`src/hw/pae_defines.vh`:
```
// constants for the process alarm evaluator
`ifndef PAE_DEFINES_VH
`define PAE_DEFINES_VH
`define PAE_TYPE_W        5
`define PAE_TYPE_OFF      5'h00
`define PAE_TYPE_BAND_OUT 5'h01
`define PAE_TYPE_DEV_HI   5'h02
`define PAE_TYPE_DEV_LO   5'h03
`define PAE_TYPE_BAND_IN  5'h04
`define PAE_TYPE_BAND_SB  5'h05
`define PAE_TYPE_HI_SB    5'h06
`define PAE_TYPE_LO_SB    5'h07
`define PAE_TYPE_ABS_HI   5'h08
`define PAE_TYPE_LOOP_BREAK 5'h0c
`define PAE_TYPE_RESET    5'h02
`define PAE_PV_SYNC       3
`endif

```
`src/hw/pae_evaluator.v`:
```
// four-channel process alarm evaluator with control sense
`timescale 1ns/100ps
`include "pae_defines.vh"

// Overview of operation
// RL1: direct sense: mv rises with pv
// RL2: reverse sense: mv rises as pv falls
// RL3: four channels, each own type select
// RL4: type select writable only when channel assigned
// RL5: loop break type only on channel one
// RL6: with heater detect, ch1 type hidden until assigned
// RL7: type zero holds alarm off
// RL8: type 1 alarms outside sp-low..sp+high
// RL9: type 2 default: pv >= sp+x
// RL10: type 3: pv <= sp-x
// RL11: type 4 alarms inside band
// RL12: types 5,6,7 are 1,2,3 with standby
// RL13: type 7 is lower deviation with standby
// RL14: standby suppresses until condition first clears
// RL15: type 8: pv > x absolute
// RL16: band types keep separate high/low limits
module pae_evaluator #(
   parameter W = 16                                  // signed data width
) (
   input  wire                  mclk,
   input  wire                  sys_rst,
   input  wire signed [W-1:0]   pv,                  // process value, same domain
   input  wire signed [W-1:0]   sp,                  // set point
   input  wire signed [W-1:0]   mv_in,               // manipulated variable from pid
   input  wire                  control_sense_select, // 1 = direct, 0 = reverse
   input  wire [3:0]            out_assigned,        // channel has an output
   input  wire                  heater_burnout_short_detect, // detection fitted
   input  wire [3:0]            type_wr,             // per-channel type write strobe
   input  wire [`PAE_TYPE_W-1:0] type_wdata,         // type code to write
   input  wire [4*W-1:0]        alarm_val,           // x per channel
   input  wire [4*W-1:0]        alarm_hi,            // high deviation per channel
   input  wire [4*W-1:0]        alarm_lo,            // low deviation per channel
   input  wire                  standby_restart,     // re-arm standby sequence
   output reg  signed [W-1:0]   mv_out,              // sense-corrected mv
   output reg  [3:0]            alarm_out,           // alarm per channel
   output wire [3:0]            type_visible,        // type select shown
   output wire [4*`PAE_TYPE_W-1:0] type_rd,          // current type codes
   output reg  [3:0]            type_reject          // pulses one clock after a refused write
);

   // stored state: the type codes and the standby release flags
   reg  [`PAE_TYPE_W-1:0] type_q [0:3];              // type code per channel
   reg  [3:0]             armed_q;                   // standby released per channel

   // next-state values, all built combinationally
   reg  [3:0]             armed_d;                   // next standby release state
   reg  [3:0]             alarm_d;                   // next alarm output levels
   reg  [3:0]             reject_d;                  // next refusal pulses
   reg  [3:0]             accept;                    // write taken this cycle
   reg  signed [W-1:0]    mv_d;                      // next sense-corrected mv

   // comparison results, all combinational
   reg  [3:0]             raw;                       // condition met, before standby
   reg  [3:0]             sb_type;                   // channel runs a standby type

   // visibility helper for the first channel
   wire                   ch1_hidden;                // ch1 type select hidden

   // loop indices, one per process so no variable has two drivers
   integer                i;                         // type register process
   integer                j;                         // comparison process
   integer                k;                         // next-state process

   // raw comparison for one type code
   // the band limits are kept two bits wider than the data so that
   // a set point near full scale plus a deviation cannot wrap round
   // and turn an alarm off where it should be on
   function cmp;
      input [`PAE_TYPE_W-1:0] t;                     // type code of the channel
      input signed [W-1:0]    p;                     // process value
      input signed [W-1:0]    s;                     // set point
      input signed [W-1:0]    x;                     // single alarm value
      input signed [W-1:0]    h;                     // high deviation
      input signed [W-1:0]    l;                     // low deviation
      reg signed [W+1:0]      pe;                    // widened process value
      reg signed [W+1:0]      hi_lim;                // set point plus high deviation
      reg signed [W+1:0]      lo_lim;                // set point minus low deviation
      begin
         pe     = p;
         hi_lim = s + h;
         lo_lim = s - l;
         case (t)
            // outside the band: upper or lower excursion
            `PAE_TYPE_BAND_OUT, `PAE_TYPE_BAND_SB:
               cmp = (pe > hi_lim) || (pe < lo_lim);           // RL8 RL16
            // upper deviation, boundary included
            `PAE_TYPE_DEV_HI, `PAE_TYPE_HI_SB:
               cmp = (pe >= ($signed({s[W-1],s[W-1],s}) + x)); // RL9
            // lower deviation, boundary included
            `PAE_TYPE_DEV_LO, `PAE_TYPE_LO_SB:
               cmp = (pe <= ($signed({s[W-1],s[W-1],s}) - x)); // RL10 RL13
            // inside the band, both edges included
            `PAE_TYPE_BAND_IN:
               cmp = (pe <= hi_lim) && (pe >= lo_lim);         // RL11 RL16
            // absolute upper limit, set point ignored
            `PAE_TYPE_ABS_HI:
               cmp = (p > x);                                  // RL15
            // off, loop break and unmodelled codes stay quiet
            default:
               cmp = 1'b0;                                     // RL7
         endcase
      end
   endfunction

   // standby classification of a type code
   function is_standby;
      input [`PAE_TYPE_W-1:0] t;                     // type code of the channel
      begin
         case (t)
            `PAE_TYPE_BAND_SB,
            `PAE_TYPE_HI_SB,
            `PAE_TYPE_LO_SB:
               is_standby = 1'b1;                              // RL12 RL13
            default:
               is_standby = 1'b0;                              // plain types
         endcase
      end
   endfunction

   // write refusal for one channel
   // a refused write leaves the stored code and the standby state alone
   function refused;
      input [`PAE_TYPE_W-1:0] t;                     // requested code
      input                   assigned;              // channel has an output
      input                   first_ch;              // this is channel one
      begin
         if (!assigned) begin
            refused = 1'b1;                                    // RL4
         end else if (t > `PAE_TYPE_LOOP_BREAK) begin
            refused = 1'b1;                                    // codes past loop break unsupported
         end else if ((t == `PAE_TYPE_LOOP_BREAK) && !first_ch) begin
            refused = 1'b1;                                    // RL5
         end else begin
            refused = 1'b0;                                    // write taken
         end
      end
   endfunction

   // ch1 hides its type select under heater detect until assigned
   // the unassigned rule already hides it, so this only documents intent
   assign ch1_hidden      = heater_burnout_short_detect & ~out_assigned[0]; // RL6
   assign type_visible[0] = out_assigned[0] & ~ch1_hidden;    // RL4 RL6
   assign type_visible[1] = out_assigned[1];                  // RL4
   assign type_visible[2] = out_assigned[2];                  // RL4
   assign type_visible[3] = out_assigned[3];                  // RL4

   // read-back of the stored type codes, straight from the flip-flops
   genvar g;
   generate
      for (g = 0; g < 4; g = g + 1) begin : g_rd
         assign type_rd[g*`PAE_TYPE_W +: `PAE_TYPE_W] = type_q[g]; // RL3
      end
   endgenerate

   // combinational compare and standby classification per channel
   always @* begin
      raw     = 4'h0;
      sb_type = 4'h0;
      for (j = 0; j < 4; j = j + 1) begin
         // each channel sees its own limits and its own type
         raw[j] = cmp(type_q[j], pv, sp,
                      alarm_val[j*W +: W], alarm_hi[j*W +: W], alarm_lo[j*W +: W]); // RL3
         sb_type[j] = is_standby(type_q[j]);                   // RL12
      end
   end

   // next-state logic for writes, standby arming and alarms
   // a taken write restarts standby so a new standby type never alarms at once
   always @* begin
      armed_d  = armed_q;
      alarm_d  = 4'h0;
      reject_d = 4'h0;
      accept   = 4'h0;
      for (k = 0; k < 4; k = k + 1) begin
         if (type_wr[k]) begin
            // write strobe: either take it or pulse the refusal
            if (refused(type_wdata, out_assigned[k], (k == 0))) begin
               reject_d[k] = 1'b1;                             // RL4 RL5
            end else begin
               accept[k]  = 1'b1;                              // RL3
               armed_d[k] = 1'b0;                              // new type restarts standby
            end
         end else if (standby_restart) begin
            armed_d[k] = 1'b0;                                 // RL14
         end else if (!raw[k]) begin
            armed_d[k] = 1'b1;                                 // RL14
         end
         // loop break internals not modelled; it stays quiet here
         alarm_d[k] = raw[k] && (!sb_type[k] || armed_q[k]);   // RL7 RL14
      end
   end

   // sense selection for the manipulated variable
   // negation of the most negative value wraps; limited range is left to the user
   always @* begin
      if (control_sense_select) begin
         mv_d = mv_in;                                         // RL1
      end else begin
         mv_d = -mv_in;                                        // RL2
      end
   end

   // type registers: reset default, then only taken writes land
   always @(posedge mclk or posedge sys_rst) begin
      if (sys_rst) begin
         for (i = 0; i < 4; i = i + 1) begin
            type_q[i] <= `PAE_TYPE_RESET;                      // RL9
         end
      end else begin
         for (i = 0; i < 4; i = i + 1) begin
            if (accept[i]) begin
               type_q[i] <= type_wdata;                        // RL3
            end
         end
      end
   end

   // standby flags, alarm outputs and refusal pulses
   always @(posedge mclk or posedge sys_rst) begin
      if (sys_rst) begin
         armed_q     <= 4'h0;                                  // standby held after start-up
         alarm_out   <= 4'h0;                                  // no alarm in reset
         type_reject <= 4'h0;                                  // no refusal in reset
      end else begin
         armed_q     <= armed_d;                               // RL14
         alarm_out   <= alarm_d;                               // RL7
         type_reject <= reject_d;                              // RL4 RL5
      end
   end

   // control sense: reverse inverts mv direction against pv
   always @(posedge mclk or posedge sys_rst) begin
      if (sys_rst) begin
         mv_out <= {W{1'b0}};                                  // quiet drive in reset
      end else begin
         mv_out <= mv_d;                                       // RL1 RL2
      end
   end

endmodule // pae_evaluator

```
`config.mk`:
```
export PLATFORM = sky130hd
export DESIGN_NAME = pae_evaluator
export DESIGN_NICKNAME = d
export VERILOG_FILES = /design/src/hw/pae_evaluator.v
export VERILOG_INCLUDE_DIRS = /design/src /design/src/hw
export SDC_FILE = /design/constraint.sdc
export NUM_CORES = 1
export LEC_CHECK = 0
export BUFFER_PORTS_ARGS = -buffer_cell sky130_fd_sc_hd__buf_2
export CORE_MARGIN = 4
export CORE_UTILIZATION = 62
export CTS_BUF_LIST = sky130_fd_sc_hd__clkbuf_4 sky130_fd_sc_hd__clkbuf_8
export CTS_CLUSTER_DIAMETER = 60
export CTS_CLUSTER_SIZE = 10
export DETAILED_ROUTE_END_ITERATION = 12
export PLACE_DENSITY_LB_ADDON = 0.25
export SLEW_MARGIN = 10
export SYNTH_ARGS = -nofsm -noshare
export SYNTH_HDL_FRONTEND = slang
export SYNTH_SLANG_ARGS = --single-unit
```
`constraint.sdc`:
```
create_clock -name mclk -period 5.6 [get_ports mclk]
set_input_delay 1.12 -clock mclk [delete_from_list [all_inputs] [get_ports mclk]]
set_output_delay 1.12 -clock mclk [all_outputs]
set_load 0.02 [all_outputs]
```
==> metrics.yaml, run 1 <==
clocking:
  clk_pin_slew_ns: 0.09
  ctsHoldBuffers: 0
  cts_made_buffers: 5
  cts_tree: "yes"
  cts_sinks: 48
  cts_buffer_depth: 2
  cts-root-buf: "clkbuf_8"
  htreeDepth: 2
  clk_latency_ns: 0.30
synth:
  synth_nets: 3614
  synthCells: 2747
  synth_area_leader_cell: "ha_1"
  syn_area_per_cell_um2: 7.70
  synth_ff_type: "dfrtp_1"
  async_flop_share_pct: 100
  ys_warn_count: 0
  synthTopCellsByArea: "ha_1 35%, a21oi_1 5.4%, dfrtp_1 5.2%, xnor2_1 5.0%, inv_1 4.6%"
  ys_ff_latch: 48
  syn-cell-area_um2: 21100
  yosys.area.top_type_share_pct: 35.1
  synth_cell_types: 75
  seq_area_frac_synth_pct: 5.70
  synth-edff-count: 0
finish:
  fillers: 2716
  final_net_count: 4054
  areaGrowthSynthToFinish_pct: 16.6
  final_cells: 3639
  multiInputGateArea_um2: 19000
  layout-drive-gt1-share_pct: 17.5
  seq_area_um2: 1210
worst_setup_path:
  crit_family: "compound AO/OA/AOI/OAI gates"
  r2r-end: "armed_q[3]$_DFFE_PP0P_"
  worstPathArrival_ns: 5.89
  path_buf_inv: 2
  path_class: "in -> reg"
  path_cells: "buf_8, clkinvlp_4, ha_4, fa_2, nor2b_1, o21ai_1, a21oi_2, o41a_1, a211o_1, a2111o_1, a31oi_1, xor2_1, ha_1, nand4_1, or4_1, o22ai_2, a211oi_2, mux2i_2, a211oi_2, or4_4, o31ai_4"
  r2r_start: "cmp.t[0]$_DFFE_PP0P_"
  critPathSlowestCell: "or4_4"
  endpoint_kind: "flip-flop"
  cp.required_ns: 5.82
  critPathLaunchType: "input pin"
  cpMostUsedCell: "a211oi_2"
  critPathMaxFanout: 2
  r2r_cells: 6
  slowest_delay_ns: 0.59
  rrSetupSlack_ns: 3.00
floorplan:
  start_util_pct: 62.9
  num_rows: 67
  core_region_area_um2: 33600
  top_level_ports: 306
  dieArea_um2: 37100
  die_y_um: 193
  die_w_um: 193
status:
  run_status: "complete, but fails checks"
  violations: "setup timing"
placement:
  port_buffers: 304
  hpwl_mm: 60.6
  gp_congestion: 0.990
  place_inst: 3624
grt:
  antenna_found_initial: 3
  grt_max_degree: 49
  grt_pass1_vias: 21700
  grt_pass1_wl_mm: 112
  gr-total-overflow: 0
  track_usage_pct: 37.9
routing:
  dr_total_vias: 23100
  vias_per_cell: 6.35
  wl_per_cell_um: 20.6
  drt-pass1-iter-count: 5
  drt-total-wl_mm: 75.0
  drt_iter0_markers: 1727
  drc_errors: 0
  ant_nets: 0
worst_hold_path:
  min_to: "armed_q[1]$_DFFE_PP0P_"
  min-delay-start: "armed_q[1]$_DFFE_PP0P_"
  hold_depth: 2
  hp-class: "reg -> reg"
sta:
  whs_ns: 0.521
  tightest_slew_ns: 0.970
  period_share_pct: 101
  hold_viol: 0
  finalSetupViolations: 2
  slew_headroom_pct: 35.2
  slew_viol_final: 0
  fin_ws_ns: -0.0688
  fmax_mhz: 176
  rsz0062_at_grt: "yes"
  skew_ns: 0.0140
  period_needed_ns: 5.67
power_and_ir_drop:
  p_leak_nw: 12.7
  power_mw: 3.92
  peakVddDrop_uv: 113
  p_per_area_nw_per_um2: 159
run:
  maxCapViolCount: 0
through the flow:
step                      setup WS [ns]  area, um^2  util [%]  TNS [ns]
after detailed placement         -0.347       24300      72.3     -2.00
after CTS                        0.0141       24400      72.7         0
after global placement           -0.241       24300      72.3    -0.881
final                           -0.0688       24700      73.3    -0.131
after floorplan                  0.0200       21200         -         0
after global routing             -0.184       24700      73.3    -0.417
power breakdown:
| part | internal [mW] | switching [mW] |
|---|---|---|
| clock | 0.0922 | 0.110 |
| combinational | 1.42 | 1.83 |
| sequential | 0.409 | 0.0663 |
flip-flops by register name (all words and copies together) (netlist names):
| register | cells |
|---|---|
| type_rd | 15 |
| alarm_out | 4 |
| armed_q | 4 |
| type_reject | 4 |
| cmp.t | 5 |
| mv_out | 16 |
synthesized netlist by cell type, drive strengths merged, types with 10 or more instances:
cell     instances
a2111oi         17
a211o           10
a211oi          35
a21o            73
a21oi          229
a221oi          12
a31oi           32
a41oi           16
and3            26
clkbuf          35
dfrtp           44
fa              16
ha             593
inv            257
mux2            17
nand2          143
nand2b          66
nand3           83
nand4           58
nor2           193
nor2b           46
nor3            94
nor4            23
o2111ai         13
o211ai          23
o21a            24
o21ai          140
o21bai          19
o311ai          10
o31a            19
o31ai           17
o41ai           12
or3             31
xnor2          120
xor2            84
how the worst max path moves through the flow:
stage	startpoint	endpoint	slack, ns	cells past startpoint
floorplan	sp[1]	alarm_out[0]$_DFF_PP0_	0.02	19
global placement	sp[0]	alarm_out[0]$_DFF_PP0_	-0.24	21
detailed placement	sp[0]	armed_q[0]$_DFFE_PP0P_	-0.35	21
CTS	sp[0]	armed_q[0]$_DFFE_PP0P_	0.01	21
global route	sp[0]	armed_q[0]$_DFFE_PP0P_	-0.18	21
finish	sp[0]	armed_q[0]$_DFFE_PP0P_	-0.07	21
logic make-up (layout without fill, tap and decap cells):
logic type | after synthesis | count (layout) | share of synthesized area, %
mux | 24 | 24 | 1.24
simple gates | 812 | 812 | 19.3
flops | 48 | 48 | 5.70
xor+xnor | 204 | 204 | 8.45
fa+ha+maj | 609 | 609 | 36.6
buf+inv | 298 | 739 | 5.35
compound gates | 752 | 752 | 23.3
other cells | 0 | 3 | 0
what timing repair did:
item | CTS | global route
hold endpoints to repair | 0 | 0
gates resized for setup | 3 | 42
pin swaps | 0 | 19
endpoints found under the setup margin | 4 | 8
setup buffers | 0 | 4
worst reg2reg max path, stage by stage, from the launching register on:
cell      delay, ns
dfrtp_1        0.52
nor2_1         0.22
nor4bb_1       0.68
o21ai_0        0.29
o211ai_1       0.40
nor3_2         0.16
o21ba_2        0.22
placed cells by master, fill, tap and decap left out, drive strengths merged, types with 31 or more instances in the layout:
master  netlist  final
nor2b        46     46
a211oi       35     35
dfrtp        44     44
xor2         84     84
nand2       143    143
a21oi       229    229
inv         257    255
a31oi        32     32
or3          31     31
xnor2       120    120
nand2b       66     66
nor2        193    193
buf           6    474
nor3         94     94
ha          593    593
o21ai       140    140
nand4        58     58
nand3        83     83
a21o         73     73
metal layers:
| layer | vias up | GRT usage (%) | part of all wire (%) | routed length, um |
|---|---|---|---|---|
| met5 | - | 0 | 0 | 0 |
| met4 | 0 | 17.4 | 5.5 | 4160 |
| met3 | 237 | 5.43 | 10 | 7610 |
| met2 | 1101 | 60.8 | 43 | 32500 |
| met1 | 10700 | 50.5 | 41 | 30700 |
| li1 | 11100 | - | - | - |
area by class of cell:
| class | instances | area share (%) |
|---|---|---|
| multi-input cells | 2401 | 77.1 |
| diodes | 3 | 0.0305 |
| clock buffers | 6 | 0.310 |
| well taps | 448 | 2.27 |
| repair buffers | 474 | 11.4 |
| flip-flops and latches | 48 | 4.89 |
| inverters | 257 | 3.94 |
| clock inverters | 2 | 0.0508 |
Power figures use the tool's default switching activity.
==> inputs of run 2 (changes only) <==
--- a/config.mk
+++ b/config.mk
@@ -14,6 +14,7 @@
 export CTS_CLUSTER_SIZE = 10
 export DETAILED_ROUTE_END_ITERATION = 12
 export PLACE_DENSITY_LB_ADDON = 0.25
+export SETUP_SLACK_MARGIN = 0.3
 export SLEW_MARGIN = 10
 export SYNTH_ARGS = -nofsm -noshare
 export SYNTH_HDL_FRONTEND = slang
==> metrics.yaml, run 2 (synthesized netlist as in run 1, its figures left out) <==
sta:
  slew_headroom_pct: 33.8  # was 35.2%
  slew_viol_final: 0  # unchanged
  rsz0062_at_grt: "yes"  # unchanged
  tightest_slew_ns: 0.991  # was 0.970 ns
  hold_viol: 0  # unchanged
  period_share_pct: 98.2  # was 101%
  fin_ws_ns: 0.101  # was -0.0688 ns
  fmax_mhz: 182  # was 176 MHz
  whs_ns: 0.533  # was 0.521 ns
  skew_ns: 0.00757  # was 0.0140 ns
  finalSetupViolations: 0  # was 2
  period_needed_ns: 5.50  # was 5.67 ns
worst_setup_path:
  critPathMaxFanout: 2  # unchanged
  worstPathArrival_ns: 5.73  # was 5.89 ns
  cp.required_ns: 5.83  # was 5.82 ns
  endpoint_kind: "flip-flop"  # unchanged
  critPathLaunchType: "input pin"  # unchanged
  slowest_delay_ns: 0.49  # was 0.59 ns
  path_cells: "buf_8, clkinvlp_4, ha_4, fa_2, nor2b_2, o21ai_2, a21oi_2, o41a_1, a211o_1, a2111o_1, a31oi_2, xor2_1, ha_1, nand4_1, or4_1, o22ai_2, a211oi_2, mux2i_2, o32a_2, or4_4, o31ai_4"  # was buf_8, clkinvlp_4, ha_4, fa_2, nor2b_1, o21ai_1, a21oi_2, o41a_1, a211o_1, a2111o_1, a31oi_1, xor2_1, ha_1, nand4_1, or4_1, o22ai_2, a211oi_2, mux2i_2, a211oi_2, or4_4, o31ai_4
  r2r-end: "armed_q[3]$_DFFE_PP0P_"  # unchanged
  r2r_cells: 6  # unchanged
  critPathSlowestCell: "or4_1"  # was or4_4
  rrSetupSlack_ns: 2.94  # was 3.00 ns
  r2r_start: "cmp.t[0]$_DFFE_PP0P_"  # unchanged
  cp-startpoint: "sp[0]"  # unchanged
  path_class: "in -> reg"  # unchanged
power_and_ir_drop:
  p_per_area_nw_per_um2: 163  # was 159 nW/um^2
  power_mw: 4.06  # was 3.92 mW
  swShare_pct: 51.0  # was 51.2%
  switchingPower_mw: 2.07  # was 2.01 mW
  internal_power_mw: 1.99  # was 1.92 mW
  peakVddDrop_uv: 125  # was 113 uV
  p_leak_nw: 12.8  # was 12.7 nW
  seq_power_share_pct: 11.7  # was 12.1%
  p_clk_share_pct: 6.4  # was 5.2%
  p_comb_share_pct: 81.9  # was 82.7%
finish:
  final_cell_mix: "590 x ha_1, 303 x buf_2, 254 x inv_1"  # was 592 x ha_1, 303 x buf_2, 254 x inv_1
  layout.cells.most_common: "ha_1"  # unchanged
  final_net_count: 4057  # was 4,054
  areaGrowthSynthToFinish_pct: 17.9  # was 16.6%
  fillers: 2729  # was 2,716
  multiInputGateArea_um2: 19200  # was 19,000 um^2
  seq_area_um2: 1210  # unchanged
  largest_reg_flops: 16  # unchanged
  antennaDiodeCount: 0  # was 3
  largest_register: "mv_out"  # unchanged
  layout-drive-gt1-share_pct: 18.5  # was 17.5%
routing:
  vias_per_cell: 6.45  # was 6.35
  ant_nets: 0  # unchanged
  drt_iter0_markers: 1906  # was 1,727
  drt-pass1-iter-count: 8  # was 5
  wl_per_cell_um: 21.2  # was 20.6 um
  dr_total_vias: 23500  # was 23,100
  drt-total-wl_mm: 77.1  # was 75.0 mm
  drc_errors: 0  # unchanged
placement:
  gp_congestion: 0.995  # was 0.990
  port_buffers: 304  # unchanged
  hpwl_mm: 61.6  # was 60.6 mm
  preCtsSetupSlack_ns: -0.396  # was -0.347 ns
clocking:
  cts_sinks: 48  # unchanged
  cts_tree: "yes"  # unchanged
  htreeDepth: 2  # unchanged
  cts_made_buffers: 5  # unchanged
  ctsHoldBuffers: 0  # unchanged
  cts-root-buf: "clkbuf_8"  # unchanged
  cts_buffer_depth: 2  # unchanged
  clk_latency_ns: 0.31  # was 0.30 ns
  clk_pin_slew_ns: 0.10  # was 0.09 ns
grt:
  gr-total-overflow: 0  # unchanged
  grt_pass1_wl_mm: 115  # was 112 mm
  grt_max_degree: 49  # unchanged
  track_usage_pct: 39.0  # was 37.9%
  grt_pass1_vias: 22200  # was 21,700
  antenna_found_initial: 4  # was 3
floorplan:
  top_level_ports: 306  # unchanged
  start_util_pct: 62.9  # unchanged
  die_y_um: 193  # unchanged
  num_rows: 67  # unchanged
  core_region_area_um2: 33600  # unchanged
  die_w_um: 193  # unchanged
  dieArea_um2: 37100  # unchanged
worst_hold_path:
  min-delay-start: "armed_q[0]$_DFFE_PP0P_"  # was armed_q[1]$_DFFE_PP0P_
  min_to: "alarm_out[0]$_DFF_PP0_"  # was armed_q[1]$_DFFE_PP0P_
  hp-class: "reg -> reg"  # unchanged
  hold_depth: 1  # was 2
run:
  maxCapViolCount: 0  # unchanged
status:
  run_status: "finished clean"  # was complete, but fails checks
run 2: cell types whose count changed in the layout (fill, tap and decap cells not counted), moves of 5 or more:
cell / delta
a211oi_1: -6
o21ai_0: -5
o311ai_0: -5
a211oi_2: +6
buf_12: +5
buf_4: -6
run 2: power groups by stage:
stage               clock network [mW]  registers (mW)  logic [mW]
global route                     0.273           0.479        3.66
finish                           0.259           0.477        3.32
global placement                     0           0.476        2.98
CTS                              0.258           0.472        3.18
detailed placement                   0           0.477        3.12
floorplan                            0           0.517        2.05
run 2: layer usage:
layer  global-route usage [%]  up-vias  share of wire, %
met2                     62.8     1245                44
li1                         -    11100                 -
met1                     50.1    10800                39
met4                     20.8        6               6.6
met5                        0        -             0.057
met3                     6.26      340                10
run 2: worst max-delay path by stage:
stage	depth (start not counted)	slack [ns]	end
3_5_place_dp	21	-0.40	alarm_out[0]$_DFF_PP0_
6_report	21	0.10	armed_q[0]$_DFFE_PP0P_
4_1_cts	21	0.16	armed_q[0]$_DFFE_PP0P_
3_3_place_gp	22	-0.28	armed_q[3]$_DFFE_PP0P_
5_1_grt	21	-0.05	armed_q[0]$_DFFE_PP0P_
2_1_floorplan	19	0.10	alarm_out[0]$_DFF_PP0_
run 2: timing repair:
action,4_1_cts,5_1_grt
buffers inserted,6,18
endpoints found under the hold margin,0,0
setup endpoints to repair,8,8
resized for setup,41,48
pin swaps,9,30
run 2: area by class of cell:
class	count	share of cell area [%]
flip-flops and latches	48	4.84
inverters	257	3.90
clock inverters	3	0.186
clock buffers	5	0.276
multi-input cells	2401	76.9
repair buffers	477	11.7
well taps	448	2.25
run 2: metrics by stage:
stage,TNS [ns],instances,cell area [um^2],util [%]
final,0,3639,24900,74.2
after global routing,-0.111,3639,24900,74.2
after CTS,0,3621,24600,73.2
after detailed placement,-2.23,3607,24300,72.2
after global placement,-1.40,3607,24300,72.2
after floorplan,0,2747,21200,-
run 2: worst max-delay path, delay by kind of cell:
family | cells | cell delay (ns)
AND/OR/NAND/NOR | 4 | 1.10
multiplexers | 1 | 0.21
buffers and inverters | 2 | 0.23
AO/OA/AOI/OAI | 10 | 2.30
XOR/XNOR | 1 | 0.09
adder cells (fa/ha/maj) | 3 | 0.67
